--- src/common/srq_pkg.sv ---
// Package of constants and carrier structs for the status reporting block
// Contract
// - Calibration bits 1-4 flag failed sensor zeroing
// - Calibration has condition and event parts
// - SRQ when enabled status byte bits 2,3,4,5,7
// - Status byte bits summarise lower sources
// - ESE bit0 gates completion, SRE bit5 summary
// - Operation bit4 measuring, SRE bit7 gates summary
// - Negative transition of measuring latches event
// - Service request is only unsolicited activity
// - Serial poll returns status byte via interface
// - Parallel poll drives only assigned line
// - Poll bit is OR of status AND enable
// - Individual status readable by query
// - Register query returns raw bit pattern
// - Errors queue; read pops; empty gives zero
// - Only reset and preset touch settings
// - Power-on clear and clear-status clear events
// - Only power-on clear clears top enables
// - Power-on clear and preset init transitions
// - Clears halt parser, empty queues
// - Init with pending output logs query interrupted; code logs it on reset, presets, clear-status only
package srq_pkg;
    localparam int SRQ_EQ_DEPTH = 30;
    localparam int SRQ_EQ_AW = 5;
    localparam logic signed [15:0] SRQ_ERR_NONE = 16'sh0000;
    localparam logic signed [15:0] SRQ_ERR_INTERRUPTED = -16'sd410;
    localparam logic signed [15:0] SRQ_ERR_OVERFLOW = -16'sd350;
    localparam int SRQ_STB_EAV = 2;
    localparam int SRQ_STB_QUES = 3;
    localparam int SRQ_STB_MAV = 4;
    localparam int SRQ_STB_ESB = 5;
    localparam int SRQ_STB_RQS = 6;
    localparam int SRQ_STB_OPER = 7;
    localparam int SRQ_ESR_OPC = 0;
    localparam int SRQ_OPER_MEAS = 4;
    localparam logic [7:0] SRQ_SRQ_BITS = 8'hBC;
    localparam logic [15:0] SRQ_CAL_USED = 16'h001E;
    localparam logic [15:0] SRQ_PTR_RESET = 16'h7FFF;
    localparam logic [15:0] SRQ_NTR_RESET = 16'h0000;
    localparam logic [15:0] SRQ_EN_RESET = 16'h0000;

    typedef enum logic [3:0] {
        SRQ_SEL_CAL_COND = 4'h0,
        SRQ_SEL_CAL_EVT = 4'h1,
        SRQ_SEL_OPER_COND = 4'h2,
        SRQ_SEL_OPER_EVT = 4'h3,
        SRQ_SEL_STB = 4'h4,
        SRQ_SEL_ESR = 4'h5,
        SRQ_SEL_SRE = 4'h6,
        SRQ_SEL_ESE = 4'h7,
        SRQ_SEL_PPE = 4'h8,
        SRQ_SEL_IST = 4'h9,
        SRQ_SEL_CAL_EN = 4'hA,
        SRQ_SEL_OPER_EN = 4'hB,
        SRQ_SEL_QUES_COND = 4'hC,
        SRQ_SEL_QUES_EVT = 4'hD,
        SRQ_SEL_QUES_EN = 4'hE
    } srq_sel_e;

    typedef enum logic [3:0] {
        SRQ_WR_NONE = 4'h0,
        SRQ_WR_SRE = 4'h1,
        SRQ_WR_ESE = 4'h2,
        SRQ_WR_PPE = 4'h3,
        SRQ_WR_CAL_EN = 4'h4,
        SRQ_WR_OPER_EN = 4'h5,
        SRQ_WR_OPER_PTR = 4'h6,
        SRQ_WR_OPER_NTR = 4'h7,
        SRQ_WR_CAL_PTR = 4'h8,
        SRQ_WR_CAL_NTR = 4'h9,
        SRQ_WR_QUES_EN = 4'hA,
        SRQ_WR_PSC = 4'hB
    } srq_wr_e;

    typedef struct packed {
        logic power_on;
        logic dev_clear;
        logic rst_cmd;
        logic sys_preset;
        logic stat_preset;
        logic cls;
    } srq_init_s;

    typedef struct packed {
        logic [15:0] cond;
        logic [15:0] evt;
        logic [15:0] en;
        logic [15:0] ptr;
        logic [15:0] ntr;
    } srq_sreg_s;

    typedef struct packed {
        logic signed [15:0] code;
        logic valid;
    } srq_err_s;
endpackage

--- src/verilog/srq_status_reg.sv ---
// One condition/transition/event/enable status register
module srq_status_reg
    import srq_pkg::*;
(
    input wire logic mclk_i,
    input wire logic rst_i,
    input wire logic [15:0] cond_i,
    input wire logic [15:0] used_i,
    input wire logic clr_evt_i,
    input wire logic preset_i,
    input wire logic rd_evt_i,
    input wire logic wr_en_i,
    input wire logic wr_ptr_i,
    input wire logic wr_ntr_i,
    input wire logic [15:0] wdata_i,
    output logic [15:0] cond_o,
    output logic [15:0] evt_o,
    output logic [15:0] en_o,
    output logic summary_o
);
    srq_sreg_s st_reg, st_next;
    logic [15:0] rise, fall, hits;

    always_comb begin
        st_next = st_reg;
        st_next.cond = cond_i & used_i;
        rise = st_next.cond & ~st_reg.cond;
        fall = ~st_next.cond & st_reg.cond;
        hits = (rise & st_reg.ptr) | (fall & st_reg.ntr);
        if (clr_evt_i || rd_evt_i) begin
            st_next.evt = 16'h0000;
        end
        st_next.evt = st_next.evt | hits;
        if (wr_en_i) begin
            st_next.en = wdata_i;
        end
        if (wr_ptr_i) begin
            st_next.ptr = wdata_i;
        end
        if (wr_ntr_i) begin
            st_next.ntr = wdata_i;
        end
        if (preset_i) begin
            st_next.en = SRQ_EN_RESET;
            st_next.ptr = SRQ_PTR_RESET;
            st_next.ntr = SRQ_NTR_RESET;
        end
    end

    always_ff @(posedge mclk_i or posedge rst_i) begin
        if (rst_i) begin
            st_reg <= '{16'h0000, 16'h0000, SRQ_EN_RESET, SRQ_PTR_RESET, SRQ_NTR_RESET};
        end else begin
            st_reg <= st_next;
        end
    end

    assign cond_o = st_reg.cond;
    assign evt_o = st_reg.evt;
    assign en_o = st_reg.en;
    assign summary_o = |(st_reg.evt & st_reg.en);
endmodule

--- src/verilog/srq_err_queue.sv ---
// Error queue of 30 entries, first in first out
module srq_err_queue
    import srq_pkg::*;
(
    input wire logic mclk_i,
    input wire logic rst_i,
    input wire logic clr_i,
    input wire logic push_i,
    input wire logic signed [15:0] code_i,
    input wire logic pop_i,
    output srq_err_s head_o,
    output logic nonempty_o
);
    typedef struct packed {
        logic [SRQ_EQ_DEPTH-1:0][15:0] mem;
        logic [SRQ_EQ_AW-1:0] rd;
        logic [SRQ_EQ_AW-1:0] wr;
        logic [SRQ_EQ_AW:0] cnt;
        srq_err_s head;
    } srq_eq_s;

    srq_eq_s q_reg, q_next;

    function automatic logic [SRQ_EQ_AW-1:0] srq_inc(input logic [SRQ_EQ_AW-1:0] p);
        srq_inc = (p == SRQ_EQ_AW'(SRQ_EQ_DEPTH - 1)) ? '0 : p + 1'b1;
    endfunction

    always_comb begin
        q_next = q_reg;
        q_next.head = '{SRQ_ERR_NONE, 1'b0};
        if (pop_i) begin
            if (q_reg.cnt != '0) begin
                q_next.head = '{q_reg.mem[q_reg.rd], 1'b1};
                q_next.rd = srq_inc(q_reg.rd);
                q_next.cnt = q_reg.cnt - 1'b1;
            end else begin
                q_next.head = '{SRQ_ERR_NONE, 1'b1};
            end
        end
        // Clear before push, so an interrupted-query entry survives clear-status
        if (clr_i) begin
            q_next.rd = '0;
            q_next.wr = '0;
            q_next.cnt = '0;
        end
        if (push_i) begin
            if (q_next.cnt < (SRQ_EQ_AW + 1)'(SRQ_EQ_DEPTH)) begin
                q_next.mem[q_next.wr] = code_i;
                q_next.wr = srq_inc(q_next.wr);
                q_next.cnt = q_next.cnt + 1'b1;
            end else begin
                // Full: newest entry replaced by overflow marker
                q_next.mem[q_next.wr == '0 ? SRQ_EQ_AW'(SRQ_EQ_DEPTH - 1) : q_next.wr - 1'b1] = SRQ_ERR_OVERFLOW;
            end
        end
    end

    always_ff @(posedge mclk_i or posedge rst_i) begin
        if (rst_i) begin
            q_reg <= '0;
        end else begin
            q_reg <= q_next;
        end
    end

    assign head_o = q_reg.head;
    assign nonempty_o = (q_reg.cnt != '0);
endmodule

--- src/verilog/srq_status_top.sv ---
// Status byte, service request, polls and initialization
module srq_status_top
    import srq_pkg::*;
(
    input wire logic mclk_i,
    input wire logic rst_i,
    input wire logic [3:0] cal_fail_i,
    input wire logic measuring_i,
    input wire logic [15:0] ques_cond_i,
    input wire logic opc_event_i,
    input wire logic [7:0] esr_events_i,
    input wire logic out_avail_i,
    input srq_init_s init_i,
    input wire logic wr_i,
    input srq_wr_e wr_sel_i,
    input wire logic [15:0] wdata_i,
    input wire logic rd_i,
    input srq_sel_e rd_sel_i,
    input wire logic err_push_i,
    input wire logic signed [15:0] err_code_i,
    input wire logic err_pop_i,
    input wire logic spoll_i,
    input wire logic ppoll_i,
    input wire logic [2:0] pp_line_i,
    input wire logic pp_sense_i,
    output logic [15:0] rdata_o,
    output srq_err_s err_o,
    output logic srq_o,
    output logic [7:0] spoll_byte_o,
    output logic [7:0] pp_data_o,
    output logic [7:0] pp_oe_n_o,
    output logic out_clear_o,
    output logic parser_halt_o,
    output logic settings_reset_o
);
    typedef struct packed {
        logic [7:0] sre;
        logic [7:0] ese;
        logic [15:0] ppe;
        logic [7:0] esr;
        logic psc;
        logic rqs_sent;
        logic [15:0] rdata;
        logic [7:0] spoll_byte;
        logic [7:0] pp_data;
        logic [7:0] pp_oe_n;
        logic out_clear;
        logic parser_halt;
        logic settings_reset;
    } srq_top_s;

    srq_top_s s_reg, s_next;
    logic pon_clr, evt_clr, preset, rd_cal_evt, rd_oper_evt, rd_ques_evt;
    logic [15:0] cal_cond, cal_evt, cal_en, oper_cond, oper_evt, oper_en;
    logic [15:0] ques_cond, ques_evt, ques_en, ques_in;
    logic cal_sum, oper_sum, ques_sum, eq_nonempty, ist, intr_err;
    logic [7:0] stb;

    function automatic logic srq_rd(input logic rd, input srq_sel_e sel, input srq_sel_e want);
        srq_rd = rd && (sel == want);
    endfunction

    function automatic logic srq_wr(input logic wr, input srq_wr_e sel, input srq_wr_e want);
        srq_wr = wr && (sel == want);
    endfunction

    assign pon_clr = init_i.power_on && s_reg.psc;
    assign evt_clr = pon_clr || init_i.cls;
    assign preset = pon_clr || init_i.stat_preset;
    assign rd_cal_evt = srq_rd(rd_i, rd_sel_i, SRQ_SEL_CAL_EVT);
    assign rd_oper_evt = srq_rd(rd_i, rd_sel_i, SRQ_SEL_OPER_EVT);
    assign rd_ques_evt = srq_rd(rd_i, rd_sel_i, SRQ_SEL_QUES_EVT);
    // Calibration summary folds into questionable bit 8 slot
    assign ques_in = {ques_cond_i[15:9], cal_sum, ques_cond_i[7:0]};
    assign intr_err = out_avail_i && (init_i.rst_cmd || init_i.sys_preset
        || init_i.stat_preset || init_i.cls);

    srq_status_reg u_cal (
        .mclk_i(mclk_i),
        .rst_i(rst_i),
        .cond_i({11'h000, cal_fail_i, 1'b0}),
        .used_i(SRQ_CAL_USED),
        .clr_evt_i(evt_clr),
        .preset_i(preset),
        .rd_evt_i(rd_cal_evt),
        .wr_en_i(srq_wr(wr_i, wr_sel_i, SRQ_WR_CAL_EN)),
        .wr_ptr_i(srq_wr(wr_i, wr_sel_i, SRQ_WR_CAL_PTR)),
        .wr_ntr_i(srq_wr(wr_i, wr_sel_i, SRQ_WR_CAL_NTR)),
        .wdata_i(wdata_i),
        .cond_o(cal_cond),
        .evt_o(cal_evt),
        .en_o(cal_en),
        .summary_o(cal_sum)
    );

    srq_status_reg u_oper (
        .mclk_i(mclk_i),
        .rst_i(rst_i),
        .cond_i({11'h000, measuring_i, 4'h0}),
        .used_i(16'h7FFF),
        .clr_evt_i(evt_clr),
        .preset_i(preset),
        .rd_evt_i(rd_oper_evt),
        .wr_en_i(srq_wr(wr_i, wr_sel_i, SRQ_WR_OPER_EN)),
        .wr_ptr_i(srq_wr(wr_i, wr_sel_i, SRQ_WR_OPER_PTR)),
        .wr_ntr_i(srq_wr(wr_i, wr_sel_i, SRQ_WR_OPER_NTR)),
        .wdata_i(wdata_i),
        .cond_o(oper_cond),
        .evt_o(oper_evt),
        .en_o(oper_en),
        .summary_o(oper_sum)
    );

    srq_status_reg u_ques (
        .mclk_i(mclk_i),
        .rst_i(rst_i),
        .cond_i(ques_in),
        .used_i(16'h7FFF),
        .clr_evt_i(evt_clr),
        .preset_i(preset),
        .rd_evt_i(rd_ques_evt),
        .wr_en_i(srq_wr(wr_i, wr_sel_i, SRQ_WR_QUES_EN)),
        .wr_ptr_i(1'b0),
        .wr_ntr_i(1'b0),
        .wdata_i(wdata_i),
        .cond_o(ques_cond),
        .evt_o(ques_evt),
        .en_o(ques_en),
        .summary_o(ques_sum)
    );

    srq_err_queue u_eq (
        .mclk_i(mclk_i),
        .rst_i(rst_i),
        .clr_i(init_i.power_on || init_i.cls),
        .push_i(err_push_i || intr_err),
        .code_i(intr_err ? SRQ_ERR_INTERRUPTED : err_code_i),
        .pop_i(err_pop_i),
        .head_o(err_o),
        .nonempty_o(eq_nonempty)
    );

    // Status byte: lower summaries, queue, output buffer
    always_comb begin
        stb = 8'h00;
        stb[SRQ_STB_EAV] = eq_nonempty;
        stb[SRQ_STB_QUES] = ques_sum;
        stb[SRQ_STB_MAV] = out_avail_i;
        stb[SRQ_STB_ESB] = |(s_reg.esr & s_reg.ese);
        stb[SRQ_STB_OPER] = oper_sum;
        stb[SRQ_STB_RQS] = |(stb & s_reg.sre & SRQ_SRQ_BITS);
    end

    assign ist = |({8'h00, stb} & s_reg.ppe);

    always_comb begin
        s_next = s_reg;
        s_next.out_clear = init_i.power_on || init_i.dev_clear;
        s_next.parser_halt = init_i.power_on || init_i.dev_clear;
        s_next.settings_reset = init_i.rst_cmd || init_i.sys_preset;
        s_next.esr = s_reg.esr;
        if (srq_rd(rd_i, rd_sel_i, SRQ_SEL_ESR) || evt_clr) begin
            s_next.esr = 8'h00;
        end
        // Set wins over clear on the same cycle
        s_next.esr = s_next.esr | esr_events_i;
        s_next.esr[SRQ_ESR_OPC] = s_next.esr[SRQ_ESR_OPC] | opc_event_i;
        if (wr_i) begin
            unique case (wr_sel_i)
                SRQ_WR_SRE: s_next.sre = wdata_i[7:0];
                SRQ_WR_ESE: s_next.ese = wdata_i[7:0];
                SRQ_WR_PPE: s_next.ppe = wdata_i;
                SRQ_WR_PSC: s_next.psc = wdata_i[0];
                default: s_next.psc = s_reg.psc;
            endcase
        end
        if (pon_clr) begin
            s_next.sre = 8'h00;
            s_next.ese = 8'h00;
            s_next.ppe = 16'h0000;
        end
        if (rd_i) begin
            unique case (rd_sel_i)
                SRQ_SEL_CAL_COND: s_next.rdata = cal_cond;
                SRQ_SEL_CAL_EVT: s_next.rdata = cal_evt;
                SRQ_SEL_OPER_COND: s_next.rdata = oper_cond;
                SRQ_SEL_OPER_EVT: s_next.rdata = oper_evt;
                SRQ_SEL_STB: s_next.rdata = {8'h00, stb};
                SRQ_SEL_ESR: s_next.rdata = {8'h00, s_reg.esr};
                SRQ_SEL_SRE: s_next.rdata = {8'h00, s_reg.sre};
                SRQ_SEL_ESE: s_next.rdata = {8'h00, s_reg.ese};
                SRQ_SEL_PPE: s_next.rdata = s_reg.ppe;
                SRQ_SEL_IST: s_next.rdata = {15'h0000, ist};
                SRQ_SEL_CAL_EN: s_next.rdata = cal_en;
                SRQ_SEL_OPER_EN: s_next.rdata = oper_en;
                SRQ_SEL_QUES_COND: s_next.rdata = ques_cond;
                SRQ_SEL_QUES_EVT: s_next.rdata = ques_evt;
                SRQ_SEL_QUES_EN: s_next.rdata = ques_en;
                default: s_next.rdata = 16'h0000;
            endcase
        end
        // Serial poll answers over interface messages, clearing request
        if (spoll_i) begin
            s_next.spoll_byte = {stb[7], stb[6] & ~s_reg.rqs_sent, stb[5:0]};
            s_next.rqs_sent = stb[SRQ_STB_RQS];
        end else if (!stb[SRQ_STB_RQS]) begin
            s_next.rqs_sent = 1'b0;
        end
        // Parallel poll drives its one line only
        s_next.pp_data = 8'h00;
        s_next.pp_oe_n = 8'hFF;
        if (ppoll_i) begin
            s_next.pp_data[pp_line_i] = ist ^ ~pp_sense_i;
            s_next.pp_oe_n[pp_line_i] = 1'b0;
        end
    end

    always_ff @(posedge mclk_i or posedge rst_i) begin
        if (rst_i) begin
            s_reg <= '{8'h00, 8'h00, 16'h0000, 8'h00, 1'b1, 1'b0, 16'h0000,
                8'h00, 8'h00, 8'hFF, 1'b0, 1'b0, 1'b0};
        end else begin
            s_reg <= s_next;
        end
    end

    // Request line is the only unsolicited output
    assign srq_o = stb[SRQ_STB_RQS] && !s_reg.rqs_sent;
    assign rdata_o = s_reg.rdata;
    assign spoll_byte_o = s_reg.spoll_byte;
    assign pp_data_o = s_reg.pp_data;
    assign pp_oe_n_o = s_reg.pp_oe_n;
    assign out_clear_o = s_reg.out_clear;
    assign parser_halt_o = s_reg.parser_halt;
    assign settings_reset_o = s_reg.settings_reset;
endmodule

--- config.mk ---
export PLATFORM = sky130hd
export DESIGN_NAME = srq_status_top
export DESIGN_NICKNAME = d
export VERILOG_FILES = /design/src/common/srq_pkg.sv /design/src/verilog/srq_status_reg.sv /design/src/verilog/srq_err_queue.sv /design/src/verilog/srq_status_top.sv
export SDC_FILE = /design/constraint.sdc
export NUM_CORES = 2
export LEC_CHECK = 0
export BUFFER_PORTS_ARGS = -buffer_cell sky130_fd_sc_hd__buf_2
export CAP_MARGIN = 20
export CORE_ASPECT_RATIO = 1.1
export CORE_MARGIN = 2
export CORE_UTILIZATION = 45
export CTS_CLUSTER_SIZE = 10
export DETAILED_ROUTE_END_ITERATION = 7
export HOLD_SLACK_MARGIN = 0.02
export SLEW_MARGIN = 30
export SYNTH_ARGS = -nofsm -noshare
export SYNTH_HDL_FRONTEND = slang
export SYNTH_SLANG_ARGS = --single-unit
--- constraint.sdc ---
create_clock -name mclk_i -period 34.8 [get_ports mclk_i]
set_clock_uncertainty 0.2 [all_clocks]
set_input_delay 6.96 -clock mclk_i [delete_from_list [all_inputs] [get_ports mclk_i]]
set_output_delay 6.96 -clock mclk_i [all_outputs]
set_load 0.01 [all_outputs]
## After elaboration in Yosys (flattened, before gate mapping)

Index checks and enable logic that the tools add are counted.

| operators by class | value |
|---|---|
| add/sub/neg operators | 5 |
| order comparisons | 8 |
| equal/unequal tests | 28 |
| multiplexer cells | 45 |
| bitwise gates (word level) | 36 |
| reductions and logical operators | 57 |

Operators by type and width:

| cell | number |
|---|---|
| bitwise mux 480 bit | 1 |
| two-way mux 480 bit | 1 |
| bitwise OR 300 bit | 1 |
| two-way mux 16 bit | 17 |
| one-hot mux 16 bit (15 select lines) | 1 |
| bitwise AND 180 bit | 1 |
| inverter 180 bit | 1 |
| demux 16 bit (select 5 bit) | 2 |
| two-way mux 48 bit | 3 |
| bitwise AND 16 bit | 7 |
| binary-select mux 16 bit (select 5 bit) | 1 |
| two-way mux 32 bit | 2 |
| inverter 5 -> 16 bit | 4 |
| bitwise OR 16 bit | 4 |
| OR reduction 16 bit | 4 |
| == test 4 bit, second input constant | 11 |
| bitwise AND 16 x 5 -> 16 bit | 2 |
| bitwise AND 5 x 16 -> 16 bit | 2 |
| == test 4 x 3 -> 1 bit, second input constant | 8 |
| nonzero test 2 bit | 13 |
| two-way mux 5 bit | 5 |
| bitwise AND 8 bit | 3 |
| two-way mux 8 bit | 3 |
| two-way mux 23 bit | 1 |
| 37 further kinds | 81 |

| word-level totals | value |
|---|---|
| flip-flop bits (word level) | 775 |
| bits of input ports | 89 |
| output and inout port bits | 61 |
| word-level logic and storage cells | 239 |

## Longest topological paths before layout

| depth | value |
|---|---|
| depth in word-level cells | 14 |
| mapped depth | 12 |
| gate-level depth less buffers | 9 |

## Cells and area by module

From an unflattened synthesis, not the netlist that was laid out.

| second synthesis, totals | value |
|---|---|
| cells, all modules | 3887 |
| area total of the unflattened synthesis | 41718.8 um2 |

Modules (own cells, without submodules):

| module | instances | cells each | area an instance (um2) | seq. area each (um2) |
|---|---|---|---|---|
| srq_err_queue | 1 | 2364 | 25431.9 | 12837.3 |
| srq_status_reg | 3 | 328 | 3723.6 | 2020.7 |
| srq_status_top | 1 | 539 | 5116.2 | 2063.2 |

## Worst setup path before layout

OpenSTA, ideal clock, no wires.

| timing | value |
|---|---|
| path type | input to output |
| from | in out_avail_i |
| to | out srq_o |
| data arrival time | 7.615 ns |
| slack | 20.025 ns |
| stages on the path | 3 |
| cells stage by stage | a32o_1 -> a221oi_1 -> a21oi_1 |

| on the way | value |
|---|---|
| cells in the longest elaborated chain, start to end | 3 |

RTL lines:

| what | line | RTL |
|---|---|---|
| start: declaration | srq_status_top.sv:12 | `input wire logic out_avail_i,` |
| bitwise AND 8 bit | srq_status_top.sv:151 | `stb[SRQ_STB_RQS] = \|(stb & s_reg.sre & SRQ_SRQ_BITS);` |
| OR reduction 5 bit | srq_status_top.sv:151 |  |
| logical AND 1 bit | srq_status_top.sv:228 | `assign srq_o = stb[SRQ_STB_RQS] && !s_reg.rqs_sent;` |
| end: declaration | srq_status_top.sv:28 | `output logic srq_o,` |

No other way between the ends.

## Worst setup path in the final report

Ends and elaborated chain as after synthesis.

==> flow_summary.json <==
{
  "p_comb_share_pct": 11.7,
  "firstDrtPassIters": 8,
  "final-setup-viol-count": 0,
  "cts_tree": "done",
  "power.density_nw_per_um2": 52.0,
  "antenna_found_initial": 0,
  "ir_worst_vdd_uv": 38.9,
  "route.detailed.drc": 0,
  "fin_util_pct": 50.0,
  "ys_warn_count": 0,
  "path_class": "primary input to output pin",
  "cp_data_arrival_time_ps": 8080,
  "dp.cells": 4043,
  "crit_fanout": 6,
  "required_ps": 27640,
  "drt_wl_total_um": 110000,
  "synth_top_area_share_pct": 50.5,
  "leakagePower_nw": 17.0,
  "clockPowerShare_pct": 42.0,
  "ios": 150,
  "fin_crit_sh_pct": 43.8,
  "layout_min_cycle_time_ps": 15240,
  "syn_to_final_growth_pct": 10.4,
  "worstSetupEndpoint": "srq_o",
  "ys_ff_latch": 693,
  "wl_met1_um": 42900,
  "grt_max_degree": 104,
  "hp-class": "flip-flop to flip-flop",
  "grt_pass1_vias": 27100,
  "worst_pin_slew_ps": 1110,
  "rsz0062_at_grt": "false",
  "routed-wl-met2_um": 53000,
  "r2r_setup_slack_ps": 30380,
  "run_status": "completed",
  "cts_inserted_buffers": 83,
  "initial_core_util_pct": 45.3,
  "synthTopCellsByArea": "dfrtp_1 51%, mux4_2 7.5%, a22oi_1 6.4%",
  "dieArea_sq_um": 76900,
  "num_rows": 105,
  "grt_use_total_pct": 28.3,
  "seqPwrFrac_pct": 46.4,
  "post_drt_wl_per_cell_um": 26.3,
  "startpoint": "out_avail_i",
  "synth_edf_count": 0,
  "post_cts_buffers": 0,
  "grt_first_pass_wirelength_um": 167000,
  "ys_seq_area_share_pct": 51.6,
  "slew_viol_final": 0,
  "cts.sinks": 693,
  "ys_top_cells_by_count": "679 x dfrtp_1, 365 x nand2_1, 314 x nor2_1",
  "dr.first_iter.drc_count": 3056,
  "nets": 3269,
  "clk_path_buf_depth": 3,
  "fp.dieW_um": 265,
  "synth_cell_types": 86,
  "synth_ff_type": "dfrtp_1",
  "cts_root_buf": "clkbuf_16",
  "cts_hold_buffers": 0,
  "wl_met3_um": 8680,
  "cts_max_level": 3,
  "hold_viol_final": 0,
  "portBuffers": 145,
  "die_h_um": 291,
  "highest_layer": "met4",
  "worstSetupEndpointType": "output pin",
  "power_switching_mw": 0.509,
  "timing.rr.end": "u_eq.q_reg[66]$_DFFE_PP0P_",
  "dp_hpwl_um": 72700,
  "yosys.area.top_type": "dfrtp_1",
  "r2r_start": "u_eq.q_reg[17]$_DFF_PP0_",
  "netlist_area_sq_um": 33600,
  "core_area_sq_um": 74200,
  "ant_nets": 0,
  "gp_congestion": 0.956,
  "fmax_mhz": 65.6,
  "worstRegToRegCells": 9,
  "layout-drive-gt1-share_pct": 16.2,
  "grt_overflow": 0,
  "p_sw_share_pct": 26.4,
  "async_flop_share_pct": 100,
  "startpoint_type": "primary input",
  "cts_resized": 0,
  "p_int_mw": 1.42,
  "clk_latency_ps": 630,
  "clk_pin_slew_ps": 50,
  "layoutNonFillerInstCount": 4172,
  "cap_violations": 0,
  "synth.most_common_cell": "dfrtp_1",
  "fin_tns_setup_ps": 0,
  "synth.avg_cell_area_sq_um": 10.4,
  "syn-instance-count": 3220,
  "slew-limit-headroom_pct": 25.9,
  "antennaDiodeCount": 0,
  "viasPerCell": 6.48,
  "vias": 27100,
  "largest_reg_flops": 496
}
-- cells by family (layout without fill, tap and decap cells) --
family / after synthesis / after routing / synth area share (%)
other cells: 1 / 2 / 0.0112
buf+inv: 399 / 387 / 5.34
simple gates: 913 / 913 / 11.9
mux: 209 / 209 / 10.4
fa+ha+maj: 9 / 9 / 0.335
flops: 693 / 693 / 51.6
compound gates: 988 / 988 / 20.2
xor+xnor: 8 / 8 / 0.208
-- critical path, stage by stage --
cell and delay [ps]:
buf_2 170, a32o_1 230, a221oi_1 340, a21oi_1 170, buf_2 210
-- cell usage in the layout (no fill, tap or decap), drive strengths merged, types with 52 or more instances in the layout --
cell    Yosys  final
inv        48     52
mux4      112    112
dfrtp     679    679
nor2      315    315
a21oi     178    178
mux2i      88     88
nand2     365    365
o22ai     183    183
a22oi     287    287
o21ai     116    116
clkbuf    203    117
buf       147    212
-- stage by stage --
step           hold WS, ps  total power [mW]  cell area, sq um  setup slack [ps]
2_1_floorplan          225              1.06             33600              8230
3_3_place_gp           256              1.12             34500             19560
3_5_place_dp           259              1.13             34600             19580
4_1_cts                278              1.94             37000             19570
5_1_grt                300              2.00             37100             19470
6_report               275              1.93             37100             19560
-- how the worst min path moves through the flow --
stage / cells after the start / slack [ps] / start / endpoint
6_report: 1 / 280 / u_ques.cond_o[14]$_DFF_PP0_ / u_ques.evt_o[14]$_DFF_PP0_
5_1_grt: 1 / 300 / u_ques.cond_o[14]$_DFF_PP0_ / u_ques.evt_o[14]$_DFF_PP0_
4_1_cts: 1 / 280 / u_ques.cond_o[9]$_DFF_PP0_ / u_ques.evt_o[9]$_DFF_PP0_
3_5_place_dp: 1 / 260 / u_ques.cond_o[3]$_DFF_PP0_ / u_ques.evt_o[3]$_DFF_PP0_
3_3_place_gp: 1 / 260 / u_ques.cond_o[13]$_DFF_PP0_ / u_ques.evt_o[13]$_DFF_PP0_
2_1_floorplan: 1 / 230 / u_ques.cond_o[0]$_DFF_PP0_ / u_ques.evt_o[0]$_DFF_PP0_
-- layout make-up --
type	instances	area, sq um
multi-input combinational	2129	14600
tap	963	1200
clock buffer	114	2300
timing repair buffer	215	1310
inverter	49	196
clock inverter	9	158
fill	6724	37100
sequential	693	17400
-- routing by layer --
| metal | track usage (%) | vias to the layer above |
|---|---|---|
| li1 | - | 11700 |
| met1 | 36.8 | 13700 |
| met2 | 46.2 | 1397 |
| met3 | 4.45 | 267 |
| met4 | 13.9 | 0 |
| met5 | 0 | - |
-- power by group through the flow --
stage | Sequential [mW] | Combinational [mW] | Clock, mW
after floorplan | 0.895 | 0.161 | 0
after global placement | 0.904 | 0.217 | 0
after detailed placement | 0.908 | 0.223 | 0
after CTS | 0.894 | 0.224 | 0.823
after global routing | 0.901 | 0.244 | 0.856
final | 0.895 | 0.225 | 0.809
Note: power is estimated with default switching activity, not from simulation.
